$ cat config.mk
export PLATFORM = sky130hd
export DESIGN_NAME = mrsc_ctrl
export DESIGN_NICKNAME = d
export VERILOG_FILES = /design/src/mrsc_pkg.sv /design/src/mrsc_ctrl.sv /design/src/mrsc_rep.sv
export SDC_FILE = /design/constraint.sdc
export NUM_CORES = 1
export LEC_CHECK = 0
export BUFFER_PORTS_ARGS = -buffer_cell sky130_fd_sc_hd__buf_2
export CORE_MARGIN = 4
export CORE_UTILIZATION = 47
export DETAILED_ROUTE_END_ITERATION = 10
export PLACE_DENSITY = 0.87
export SYNTH_ARGS = -nofsm -noshare
export SYNTH_HDL_FRONTEND = slang
export SYNTH_HIERARCHICAL = 1
export SYNTH_SLANG_ARGS = --single-unit
$ cat constraint.sdc
create_clock -name i_core_clk -period 2.5 [get_ports i_core_clk]
set_clock_uncertainty 0.1 [all_clocks]
set_input_delay 0 -clock i_core_clk [delete_from_list [all_inputs] [get_ports i_core_clk]]
set_output_delay 0 -clock i_core_clk [all_outputs]
set_load 0.05 [all_outputs]
$ cat src/mrsc_pkg.sv
/*
 Constants and types for the multi-rate PHY speed and management control block.
 Assumes a word-indexed management address and a 2-bit transceiver-mode select.
*/
`default_nettype none
package mrsc_pkg;
	// ====================================================================
	// Register word indices
	localparam logic [10:0] MRSC_CTRL_ADDR = 11'h000;
	localparam logic [10:0] MRSC_IFMODE_ADDR = 11'h014;
	localparam logic [10:0] MRSC_USXCTL_ADDR = 11'h400;
	localparam logic [10:0] MRSC_SLB_ADDR = 11'h461;
	// ====================================================================
	// Field positions
	localparam int MRSC_CTRL_RST_BIT = 15;
	localparam int MRSC_CTRL_LB_BIT = 14;
	localparam int MRSC_CTRL_AN_BIT = 12;
	localparam int MRSC_CTRL_RSAN_BIT = 9;
	localparam int MRSC_IFM_SGMII_BIT = 0;
	localparam int MRSC_IFM_USEAN_BIT = 1;
	localparam int MRSC_IFM_SPD_LSB = 2;
	localparam int MRSC_USX_ENA_BIT = 0;
	localparam int MRSC_USX_ANENA_BIT = 1;
	localparam int MRSC_USX_SPD_LSB = 2;
	localparam int MRSC_USX_RSAN_BIT = 9;
	localparam int MRSC_SLB_ENA_BIT = 0;
	// ====================================================================
	// Reset values
	localparam logic MRSC_USX_ANENA_RST = 1'h1;
	localparam logic MRSC_BIT_RST = 1'h0;
	localparam logic [2:0] MRSC_USX_SPD_RST = 3'h0;
	localparam logic [1:0] MRSC_IFM_SPD_RST = 2'h0;
	// ====================================================================
	// Timing
	localparam int MRSC_CLK_PERIOD_NS = 100;
	localparam int MRSC_SOFT_RST_NS = 1000;
	localparam logic [3:0] MRSC_SOFT_RST_CYC =
		4'((MRSC_SOFT_RST_NS + MRSC_CLK_PERIOD_NS - 1) / MRSC_CLK_PERIOD_NS);
	// ====================================================================
	// Replication factors
	localparam logic [9:0] MRSC_REP_1000 = 10'h3e8;
	localparam logic [9:0] MRSC_REP_100 = 10'h064;
	localparam logic [9:0] MRSC_REP_10 = 10'h00a;
	localparam logic [9:0] MRSC_REP_4 = 10'h004;
	localparam logic [9:0] MRSC_REP_2 = 10'h002;
	localparam logic [9:0] MRSC_REP_1 = 10'h001;
	// ====================================================================
	// Types
	typedef enum logic [1:0] {
		MRSC_MODE_1G = 2'h0,
		MRSC_MODE_2G5 = 2'h1,
		MRSC_MODE_10G = 2'h2
	} mrsc_mode_type;
	typedef enum logic [2:0] {
		MRSC_SPD_10M = 3'h0,
		MRSC_SPD_100M = 3'h1,
		MRSC_SPD_1G = 3'h2,
		MRSC_SPD_10G = 3'h3,
		MRSC_SPD_2G5 = 3'h4,
		MRSC_SPD_5G = 3'h5
	} mrsc_speed_type;
	typedef enum logic [1:0] {
		MRSC_LANE_1G25 = 2'h0,
		MRSC_LANE_3G125 = 2'h1,
		MRSC_LANE_10G3125 = 2'h2
	} mrsc_lane_type;
	typedef enum logic [1:0] {
		MRSC_MAC_GMII16_62M5 = 2'h0,
		MRSC_MAC_GMII16_156M25 = 2'h1,
		MRSC_MAC_XGMII64_156M25 = 2'h2,
		MRSC_MAC_XGMII32_312M5 = 2'h3
	} mrsc_macif_type;
	typedef enum logic [1:0] {
		MRSC_DP_IDLE = 2'h0,
		MRSC_DP_RUN = 2'h1,
		MRSC_DP_SRST = 2'h2,
		MRSC_DP_HOLD = 2'h3
	} mrsc_dp_type;
endpackage
`default_nettype wire

$ cat src/mrsc_ctrl.sv
/*
 Speed selection and management control of a multi-rate Ethernet PHY.
 Assumes a word-indexed register port synchronous to i_core_clk, and an
 external reset controller that asserts i_rst_b after each mode change.
*/
`timescale 1ns/1ns
`default_nettype none
// Operation
// - 1G family: 1.25G lane, GMII16 62.5MHz
// - 2.5G: 3.125G lane, GMII16 156.25MHz
// - SGMII replicates 100x at 10M, 10x 100M
// - 10G: 10.3125G lane, XGMII64 156.25MHz
// - USXGMII replicates 1000/100/10/4/2/1 by speed
// - USXGMII: 10.3125G lane, XGMII32 312.5MHz
// - SGMII/USXGMII speed changes via own registers
// - Registers at 0x00-0x1F, 0x400-0x41F, 0x461
// - Write-one-to-act bits self-clear after action
// - Control bit 15 soft reset, registers kept
// - Control bit 14 enables serial loopback
// - Auto-negotiation enable only effective at 1G
// - Bit 9 restarts negotiation, clears on start
module mrsc_ctrl
	import mrsc_pkg::*;
(
	input wire logic i_core_clk,
	input wire logic i_rst_b,
	input wire logic [1:0] i_xcvr_mode,
	input wire logic [1:0] i_sgmii_an_speed,
	input wire logic [2:0] i_usx_an_speed,
	input wire logic [10:0] i_csr_addr,
	input wire logic i_csr_read,
	input wire logic i_csr_write,
	input wire logic [31:0] i_csr_wdata,
	output logic [31:0] o_csr_rdata,
	output logic o_csr_rvalid,
	output logic [1:0] o_lane_rate,
	output logic [1:0] o_mac_if,
	output logic o_pcs_xgmii,
	output logic [9:0] o_rep_factor,
	output logic o_unit_strobe,
	output logic o_serial_loopback,
	output logic o_soft_reset,
	output logic o_an_enable,
	output logic o_an_restart,
	output logic o_datapath_en
);
	// ====================================================================
	// State
	typedef struct packed {
		logic ctl_sr;
		logic ctl_lb;
		logic ctl_an;
		logic ctl_rs;
		logic ifm_sgmii;
		logic ifm_usean;
		logic [1:0] ifm_spd;
		logic usx_ena;
		logic usx_anena;
		logic [2:0] usx_spd;
		logic usx_rs;
		logic slb;
		logic [3:0] cnt;
		mrsc_mode_type mode;
		mrsc_dp_type dp;
		logic [31:0] rdata;
		logic rvalid;
		logic an_restart;
		logic soft_rst;
		mrsc_lane_type lane;
		mrsc_macif_type macif;
		logic [9:0] rep;
		logic an_en;
		logic loopback;
		logic dp_en;
	} mrsc_state_type;
	mrsc_state_type s_q;
	mrsc_state_type s_d;

	function automatic logic [9:0] rep_of(input logic [2:0] spd);
		case (spd)
			MRSC_SPD_10M: rep_of = MRSC_REP_1000;
			MRSC_SPD_100M: rep_of = MRSC_REP_100;
			MRSC_SPD_1G: rep_of = MRSC_REP_10;
			MRSC_SPD_2G5: rep_of = MRSC_REP_4;
			MRSC_SPD_5G: rep_of = MRSC_REP_2;
			default: rep_of = MRSC_REP_1;
		endcase
	endfunction

	logic wr_ctrl;
	logic [2:0] usx_speed;
	logic [1:0] sgmii_speed;
	assign wr_ctrl = i_csr_write && (i_csr_addr == MRSC_CTRL_ADDR);
	assign usx_speed = s_q.usx_anena ? i_usx_an_speed : s_q.usx_spd;
	assign sgmii_speed = s_q.ifm_usean ? i_sgmii_an_speed : s_q.ifm_spd;

	always_comb
	begin
		s_d = s_q;
		s_d.an_restart = 1'h0;
		s_d.rvalid = i_csr_read;
		// ================================================================
		// Self-clearing restart: the pulse marks the start
		if (s_q.ctl_rs || s_q.usx_rs)
		begin
			s_d.an_restart = 1'h1;
			s_d.ctl_rs = 1'h0;
			s_d.usx_rs = 1'h0;
		end
		// ================================================================
		// Datapath sequencing
		case (s_q.dp)
			MRSC_DP_IDLE:
			begin
				s_d.mode = mrsc_mode_type'(i_xcvr_mode);
				s_d.dp = MRSC_DP_RUN;
			end
			MRSC_DP_RUN:
			begin
				// Mode switched outside: wait for the reset that follows
				if (i_xcvr_mode != s_q.mode)
					s_d.dp = MRSC_DP_HOLD;
				else if (s_q.ctl_sr)
				begin
					s_d.dp = MRSC_DP_SRST;
					s_d.cnt = MRSC_SOFT_RST_CYC - 4'h1;
				end
			end
			MRSC_DP_SRST:
			begin
				if (s_q.cnt == 4'h0)
				begin
					s_d.ctl_sr = 1'h0;
					s_d.dp = MRSC_DP_RUN;
				end
				else
					s_d.cnt = s_q.cnt - 4'h1;
			end
			MRSC_DP_HOLD: s_d.dp = MRSC_DP_HOLD;
			default: s_d.dp = MRSC_DP_IDLE;
		endcase
		// ================================================================
		// Register writes; a set lands after the clears so it wins
		if (wr_ctrl)
		begin
			s_d.ctl_lb = i_csr_wdata[MRSC_CTRL_LB_BIT];
			s_d.ctl_an = i_csr_wdata[MRSC_CTRL_AN_BIT];
			if (i_csr_wdata[MRSC_CTRL_RST_BIT])
				s_d.ctl_sr = 1'h1;
			if (i_csr_wdata[MRSC_CTRL_RSAN_BIT])
				s_d.ctl_rs = 1'h1;
		end
		if (i_csr_write && (i_csr_addr == MRSC_IFMODE_ADDR))
		begin
			s_d.ifm_sgmii = i_csr_wdata[MRSC_IFM_SGMII_BIT];
			s_d.ifm_usean = i_csr_wdata[MRSC_IFM_USEAN_BIT];
			s_d.ifm_spd = i_csr_wdata[MRSC_IFM_SPD_LSB +: 2];
		end
		if (i_csr_write && (i_csr_addr == MRSC_USXCTL_ADDR))
		begin
			s_d.usx_ena = i_csr_wdata[MRSC_USX_ENA_BIT];
			s_d.usx_anena = i_csr_wdata[MRSC_USX_ANENA_BIT];
			s_d.usx_spd = i_csr_wdata[MRSC_USX_SPD_LSB +: 3];
			if (i_csr_wdata[MRSC_USX_RSAN_BIT])
				s_d.usx_rs = 1'h1;
		end
		if (i_csr_write && (i_csr_addr == MRSC_SLB_ADDR))
			s_d.slb = i_csr_wdata[MRSC_SLB_ENA_BIT];
		// ================================================================
		// Register reads, reserved and unmapped read as zero
		case (i_csr_addr)
			MRSC_CTRL_ADDR: s_d.rdata = {16'h0000, s_q.ctl_sr, s_q.ctl_lb, 1'h0,
				s_q.ctl_an, 2'h0, s_q.ctl_rs, 9'h000};
			MRSC_IFMODE_ADDR: s_d.rdata = {28'h0000000, s_q.ifm_spd,
				s_q.ifm_usean, s_q.ifm_sgmii};
			MRSC_USXCTL_ADDR: s_d.rdata = {22'h000000, s_q.usx_rs, 4'h0,
				s_q.usx_spd, s_q.usx_anena, s_q.usx_ena};
			MRSC_SLB_ADDR: s_d.rdata = {31'h00000000, s_q.slb};
			default: s_d.rdata = 32'h00000000;
		endcase
		if (!i_csr_read)
			s_d.rdata = 32'h00000000;
		// ================================================================
		// Speed mapping
		case (s_q.mode)
			MRSC_MODE_10G:
			begin
				s_d.lane = MRSC_LANE_10G3125;
				if (s_q.usx_ena)
				begin
					s_d.macif = MRSC_MAC_XGMII32_312M5;
					s_d.rep = rep_of(usx_speed);
				end
				else
				begin
					s_d.macif = MRSC_MAC_XGMII64_156M25;
					s_d.rep = MRSC_REP_1;
				end
			end
			MRSC_MODE_2G5:
			begin
				s_d.lane = MRSC_LANE_3G125;
				s_d.macif = MRSC_MAC_GMII16_156M25;
				s_d.rep = MRSC_REP_1;
			end
			default:
			begin
				s_d.lane = MRSC_LANE_1G25;
				s_d.macif = MRSC_MAC_GMII16_62M5;
				// SGMII repeats the USXGMII count for one code up
				s_d.rep = s_q.ifm_sgmii ? rep_of({1'h0, sgmii_speed} + 3'h1) : MRSC_REP_1;
			end
		endcase
		s_d.an_en = s_q.ctl_an && (s_q.mode == MRSC_MODE_1G) &&
			(!s_q.ifm_sgmii || sgmii_speed == 2'h2);
		s_d.loopback = s_d.ctl_lb || s_d.slb;
		s_d.soft_rst = (s_d.dp == MRSC_DP_SRST);
		s_d.dp_en = (s_d.dp == MRSC_DP_RUN);
	end

	always_ff @(posedge i_core_clk or negedge i_rst_b)
	begin
		if (!i_rst_b)
		begin
			s_q <= '0;
			s_q.usx_anena <= MRSC_USX_ANENA_RST;
			s_q.usx_spd <= MRSC_USX_SPD_RST;
			s_q.ifm_spd <= MRSC_IFM_SPD_RST;
			s_q.rep <= MRSC_REP_1;
		end
		else
			s_q <= s_d;
	end

	mrsc_rep u_rep (
		.i_core_clk(i_core_clk),
		.i_rst_b(i_rst_b),
		.i_enable(s_q.dp_en),
		.i_factor(s_q.rep),
		.o_unit_strobe(o_unit_strobe)
	);

	assign o_csr_rdata = s_q.rdata;
	assign o_csr_rvalid = s_q.rvalid;
	assign o_lane_rate = s_q.lane;
	assign o_mac_if = s_q.macif;
	assign o_pcs_xgmii = s_q.macif[1];
	assign o_rep_factor = s_q.rep;
	assign o_serial_loopback = s_q.loopback;
	assign o_soft_reset = s_q.soft_rst;
	assign o_an_enable = s_q.an_en;
	assign o_an_restart = s_q.an_restart;
	assign o_datapath_en = s_q.dp_en;
endmodule // mrsc_ctrl
`default_nettype wire

$ cat src/mrsc_rep.sv
/*
 Data-unit replication pacer: one strobe every factor cycles.
 Assumes factor is stable while enabled; a factor of 1 strobes every cycle.
*/
`timescale 1ns/1ns
`default_nettype none
module mrsc_rep
	import mrsc_pkg::*;
(
	input wire logic i_core_clk,
	input wire logic i_rst_b,
	input wire logic i_enable,
	input wire logic [9:0] i_factor,
	output logic o_unit_strobe
);
	typedef struct packed {
		logic [9:0] cnt;
		logic stb;
	} mrsc_rep_type;
	mrsc_rep_type s_q;
	mrsc_rep_type s_d;

	always_comb
	begin
		s_d = s_q;
		s_d.stb = 1'h0;
		if (!i_enable)
		begin
			s_d.cnt = 10'h000;
		end
		else if (s_q.cnt >= i_factor - 10'h001)
		begin
			// New unit taken; the rest of the window repeats it
			s_d.cnt = 10'h000;
			s_d.stb = 1'h1;
		end
		else
		begin
			s_d.cnt = s_q.cnt + 10'h001;
		end
	end

	always_ff @(posedge i_core_clk or negedge i_rst_b)
	begin
		if (!i_rst_b)
			s_q <= '0;
		else
			s_q <= s_d;
	end

	assign o_unit_strobe = s_q.stb;
endmodule // mrsc_rep
`default_nettype wire

==> results of run 1 <==
## layout by cell type (no fill, tap or decap), types with 3 or more instances in the layout
master and instances:
buf_2 60, dfrtp_1 55, conb_1 27, ha_1 23, inv_1 16, dlygate4sd3_1 16
nand2_1 15, nor3_1 15, nor2_1 15, mux2_2 12, clkbuf_8 12, a21oi_1 11
xor2_1 11, xnor2_1 11, buf_4 9, o21ai_0 8, and2_1 7, nand3_1 7
nand4_1 5, and3_1 5, nor3_2 5, mux2i_1 4, nor2b_1 4, nand2b_1 4
nor3b_1 3, or3_1 3, or3b_2 3, nor4_1 3, a22oi_1 3
## routing by layer
metal	GRT usage, %	part of all wire [%]	up-vias
li1	-	-	1228
met1	19.5	40	1228
met2	30.1	51	84
met3	6.44	6.4	14
met4	6.47	1.9	0
met5	0	0	-
## worst register-to-register path, stage by stage, from the launching register on
cell and delay [ps]:
dfrtp_1 400, nor4_4 320, nand2_2 100, nor3_2 140, xnor2_1 90, ha_1 320, nand4_1 190, o311ai_4 360
buf_12 170, nor3_1 50
## worst max path at each step
stage	end	slack, ps	cells past startpoint
after floorplan	u_rep/s_q[3]$_DFF_PN0_	100	8
after global placement	u_rep/s_q[5]$_DFF_PN0_	100	9
after detailed placement	u_rep/s_q[4]$_DFF_PN0_	-2	9
after CTS	u_rep/s_q[1]$_DFF_PN0_	40	10
after global routing	u_rep/s_q[3]$_DFF_PN0_	-20	9
final	u_rep/s_q[1]$_DFF_PN0_	130	9
## synth_stat cells, types with 5 or more instances
| cell | number |
|---|---|
| and2_1 | 7 |
| and3_1 | 5 |
| nor2_1 | 15 |
| xor2_1 | 11 |
| buf_4 | 46 |
| nand2_1 | 16 |
| ha_1 | 23 |
| o21ai_0 | 8 |
| nand3_1 | 7 |
| xnor2_1 | 11 |
| inv_1 | 16 |
| a21oi_1 | 11 |
| nand4_1 | 5 |
| mux2_2 | 12 |
| nor3_1 | 18 |
| dfrtp_1 | 56 |
## metrics by stage
| step | instances | hold slack [ps] | power, uW | worst slack [ps] | TNS [ps] |
|---|---|---|---|---|---|
| 6_report | 507 | 22.1 | 2630 | 129 | 0 |
| 5_1_grt | 507 | 48.0 | 2780 | -16.7 | -22.0 |
| 4_1_cts | 504 | 4.62 | 2610 | 43.2 | 0 |
| 3_5_place_dp | 472 | 9.21 | 1790 | -2.10 | -2.11 |
| 3_3_place_gp | 472 | -4.03 | 1760 | 96.5 | 0 |
| 2_1_floorplan | 357 | -396 | 1670 | 95.5 | 0 |
## what timing repair did
action                                 CTS  global route
hold buffers                            16             0
setup buffers                            0             3
setup endpoints to repair                3            11
endpoints found under the hold margin   57             0
gates resized for setup                  1            10
pin swaps                                0             3
## cell type report
class / count / share of cell area [%]
clock inverter: 2 / 0.306
multi-input combinational: 234 / 41.9
inverter: 16 / 1.47
sequential: 58 / 35.6
timing repair buffer: 87 / 13.7
tap: 96 / 2.93
clock buffer: 14 / 4.22
## state kept, by name (all words and copies together) (netlist names)
signal and count:
s_q 23, o_an_enable 1, o_mac_if 1, o_datapath_en 1, o_csr_rvalid 1, o_csr_rdata 9, u_rep/s_q 10, o_serial_loopback 1
o_an_restart 1, o_soft_reset 1, o_lane_rate 2, u_rep/o_unit_strobe 1, o_rep_factor 6
## logic make-up after synthesis
| kind of cell | share of synthesized area, % |
|---|---|
| AOI/OAI and AO/OA | 7.98 |
| xor gates and xnor gates | 5.61 |
| adders and majority gates | 8.38 |
| buffers and inverters | 12.2 |
| DFF | 42.3 |
| muxes | 5.10 |
| other | 0.109 |
| and+or+nand+nor | 18.3 |
## where the power goes
group          total [uW]  leakage, uW  switching [uW]  internal (uW)
combinational         763      0.00117             509            254
sequential           1080     0.000767            62.9           1020
clock                 786    0.0000927             347            440
==> results_dict.tcl, run 1 <==
set metrics [dict create \
    cp-start-kind "flip-flop" \
    reg2reg_depth 9 \
    min_path_cells 5 \
    drt.antenna.violating_nets 0 \
    multi_input_area_um2 1710 \
    insertion_delay_ps 330 \
    viasPerCell 5.04 \
    synth_top_area_share_pct 40.8 \
    hold_start "i_csr_addr[2]" \
    seq_area_frac_synth_pct 42.3 \
    grt_pass1_vias 2620 \
    ys_types 50 \
    cp_num_buf_inv 1 \
    dr.pass1.iters 4 \
    hold_violations 0 \
    synth.area.top_cells "dfrtp_1, buf_4, ha_1" \
    dpl_cell_area_um2 3670 \
    syn_avg_cell_area_um2 10.4 \
    area_growth_pct 19.1 \
    num_vias 2554 \
    die_h_um 93.5 \
    async_flop_share_pct 100 \
    cp_max_fo 10 \
    status "complete, no violations" \
    ys_ff_latch 58 \
    n_antenna_cell 0 \
    gp_congestion 0.856 \
    finalCritPeriodShare_pct 94.8 \
    maxSlewViolCount 0 \
    critPathKind "reg -> reg" \
    dp_hpwl_um 5200 \
    grt_max_degree 35 \
    grt_usage_pct 17.4 \
    start_util_pct 49.5 \
    yosysTopAreaCell "dfrtp_1" \
    r2r-end "u_rep/s_q[1]$_DFF_PN0_" \
    crit_slowest_cell "dfrtp_1" \
    io_buffers 60 \
    cts.sink_count 58 \
    setup_viol 0 \
    clockBufferDepth 2 \
    crit_chain "nor4_4, nand2_2, nor3_2, xnor2_1, ha_1, nand4_1, o311ai_4, buf_12, nor3_1" \
    wire_per_inst_um 14.1 \
    chipWidth_um 93.5 \
    cap_violations 0 \
    slowest_delay_ps 400 \
    final_area_um2 4090 \
    clock.fmax_ghz 0.422 \
    power.density_nw_per_um2 643 \
    vdd_ir_drop_max_uv 384 \
    regArea_um2 1460 \
    grt-ovfl-total 0 \
    slew_headroom_pct 52.4 \
    reg2reg_from "o_rep_factor[3]$_DFF_PN0_" \
    num_rows 30 \
    syn_area_um2 3440 \
    cp-end-kind "flip-flop" \
    min-delay-path-class "in -> reg" \
    core_um2 6940 \
    synthCells 331 \
    synth_flop_cell "dfrtp_1" \
    htreeDepth 3 \
    path_clk_slew_ps 60 \
    finalWirelength_um 7150 \
    drive_gt1_share_pct 29.4 \
    numCtsBuffers 9 \
    root_buffer "clkbuf_8" \
    required_ps 2610 \
    nets 483 \
    num_io_pins 108 \
    arrival_ps 2480 \
    synth_edf_count 0 \
    fillers 575 \
    crit_family "simple AND/OR/NAND/NOR gates" \
    drc 0 \
    final_core_util_pct 58.9 \
    grt_pass1_wl_um 11800 \
    critPathLaunch "o_rep_factor[3]$_DFF_PN0_" \
    period_minus_slack_ps 2370 \
    leakage_uw 0.00203 \
    whs_endpoint "o_csr_rdata[0]$_DFF_PN0_" \
    cts_tree "yes" \
    timing.reg2reg.setup_slack_ps 130 \
    antenna_found_initial 0 \
    max_slew.worst_pin.slew_ps 714 \
    dieArea_um2 8740 \
    drt_iter0_markers 99 \
    ys.warnings.count 6 \
]
Power figures use the tool's default switching activity.
==> inputs of run 2 (changes only) <==
CORE_ASPECT_RATIO = 1.75   (was unset)
==> run 2 against run 1 <==
Register-to-register slack got worse by 60 ps. Critical path depth rose by 1. Via count rose by 0.86%. Flip-flop and latch count did not move. Count of clock-buffer cells in the layout did not move. Total power rose by 15%. Routed wire length rose by 4.3%. Combinational power fell by 2%. Worst hold slack barely moved. Sequential share of layout area fell by 0.85 points. Critical endpoint is now u_rep/s_q[5]$_DFF_PN0_. Highest routed layer unchanged.
==> results_dict.tcl, run 2 (synthesized netlist as in run 1, its figures left out) <==
set metrics [dict create \
    hold_violations 0 \
    vdd_ir_drop_max_uv 551 \
    root_buffer "clkbuf_16" \
    cp_num_buf_inv 2 \
    regArea_um2 1450 \
    dp_hpwl_um 5680 \
    rsz0062_at_grt "yes" \
    cap_violations 0 \
    power.density_nw_per_um2 725 \
    finalCritPeriodShare_pct 97.1 \
    timing.reg2reg.setup_slack_ps 70 \
    path_clk_slew_ps 50 \
    cts.sink_count 58 \
    drt_iter0_markers 75 \
    critPathLaunch "o_rep_factor[6]$_DFF_PN0_" \
    grt_usage_pct 18.7 \
    final_cell_mix "buf_2, dfrtp_1, conb_1, ha_1, dlygate4sd3_1" \
    htreeDepth 3 \
    clock.fmax_ghz 0.412 \
    num_vias 2576 \
    num_rows 41 \
    finalPower_uw 3040 \
    die_h_um 121 \
    nets 484 \
    grt_pass1_wl_um 12600 \
    cts_tree "yes" \
    core_um2 7180 \
    regMostFlops "s_q" \
    cp_max_fo 10 \
    crit_slowest_cell "dfrtp_1" \
    crit_family "simple AND/OR/NAND/NOR gates" \
    maxSlewViolCount 0 \
    setup_viol 0 \
    gp_congestion 0.810 \
    antenna_found_initial 0 \
    io_buffers 60 \
    slowest_delay_ps 400 \
    largest_reg_flops 23 \
    start_util_pct 47.8 \
    r2r-end "u_rep/s_q[5]$_DFF_PN0_" \
    drc 0 \
    path_depth 10 \
    num_io_pins 108 \
    reg2reg_from "o_rep_factor[6]$_DFF_PN0_" \
    status "complete, no violations" \
    cp-end-kind "flip-flop" \
    final_area_um2 4190 \
    drive_gt1_share_pct 28.9 \
    final_common_cell "buf_2" \
    chipWidth_um 72.6 \
    required_ps 2610 \
    drt.antenna.violating_nets 0 \
    min_path_cells 4 \
    slew_headroom_pct 63.0 \
    multi_input_area_um2 1700 \
    arrival_ps 2530 \
    reg2reg_depth 10 \
    critPathKind "reg -> reg" \
    grt-ovfl-total 0 \
    max_slew.worst_pin.slew_ps 550 \
    area_growth_pct 21.9 \
    grt_pass1_vias 2676 \
    crit_end "u_rep/s_q[5]$_DFF_PN0_" \
    viasPerCell 5.17 \
    leakage_uw 0.00208 \
    period_minus_slack_ps 2430 \
    cp-start-kind "flip-flop" \
    insertion_delay_ps 330 \
    crit_chain "buf_4, nor3_4, nand2_2, nor3_2, xnor2_1, ha_1, nand4_1, o311ai_4, buf_12, nor3_1" \
    n_antenna_cell 0 \
    clockBufferDepth 2 \
    dr.pass1.iters 4 \
    wire_per_inst_um 15.0 \
    numCtsBuffers 9 \
    min-delay-path-class "in -> reg" \
    dpl_cell_area_um2 3660 \
    fillers 615 \
    finalWirelength_um 7460 \
    grt_max_degree 27 \
    dieArea_um2 8800 \
]
[run 2: worst min-delay path by stage]
| stage | end | slack, ps | from |
|---|---|---|---|
| floorplan | o_an_enable$_DFF_PN0_ | -400 | i_rst_b |
| global placement | u_rep/o_unit_strobe$_DFF_PN0_ | -250 | i_rst_b |
| detailed placement | u_rep/s_q[9]$_DFF_PN0_ | -250 | i_rst_b |
| CTS | s_q[60]$_DFF_PN0_ | 20 | i_csr_addr[7] |
| global route | o_csr_rdata[0]$_DFF_PN0_ | 40 | i_csr_addr[2] |
| finish | s_q[60]$_DFF_PN0_ | 20 | i_csr_addr[1] |
[run 2: per-stage QoR]
step | TNS, ps | setup WS (ps) | hold slack, ps | util [%] | cells
2_1_floorplan | 0 | 95.5 | -396 | - | 357
3_3_place_gp | 0 | 97.9 | -249 | 51.0 | 463
3_5_place_dp | -1.98 | -1.98 | -248 | 51.0 | 463
4_1_cts | 0 | 32.4 | 17.1 | 57.6 | 496
5_1_grt | -491 | -52.7 | 36.5 | 58.3 | 498
6_report | 0 | 72.7 | 22.5 | 58.3 | 498
[run 2: worst register-to-register path: cells and delay by family (launching register included)]
kind	cells	cell delay, ps
xor+xnor	1	100
simple gates	5	680
flops	1	400
compound gates	1	350
fa+ha+maj	1	320
buf+inv	2	350
[run 2: cell type report]
class	instances	area share, %
flip-flops and latches	58	34.7
repair buffers	88	13.5
multi-input cells	234	40.7
clock inverters	2	0.836
well taps	86	2.57
inverters	16	1.43
clock buffers	14	6.30
[run 2: routing by layer]
layer  share of wire (%)  vias to the layer above  track usage [%]
met2                  57                       69             32.9
met3                 4.7                       20             4.81
li1                    -                     1230                -
met1                  35                     1257             19.7
met4                 3.3                        0             10.0
met5                   0                        -                0
[run 2: power breakdown]
part	switching, uW	internal, uW	total (uW)
clock network	390	822	1210
registers	57.6	1020	1080
logic	506	243	749
total	953	2090	3040
[run 2: repair_timing]
| item | in CTS | in global routing |
|---|---|---|
| gates resized for setup | 1 | 7 |
| setup endpoints to repair | 1 | 11 |
| pin swaps | 0 | 6 |
| endpoints found under the hold margin | 82 | 0 |
| hold buffers | 17 | 0 |
| gates cloned | 0 | 0 |
| buffers inserted | 0 | 2 |
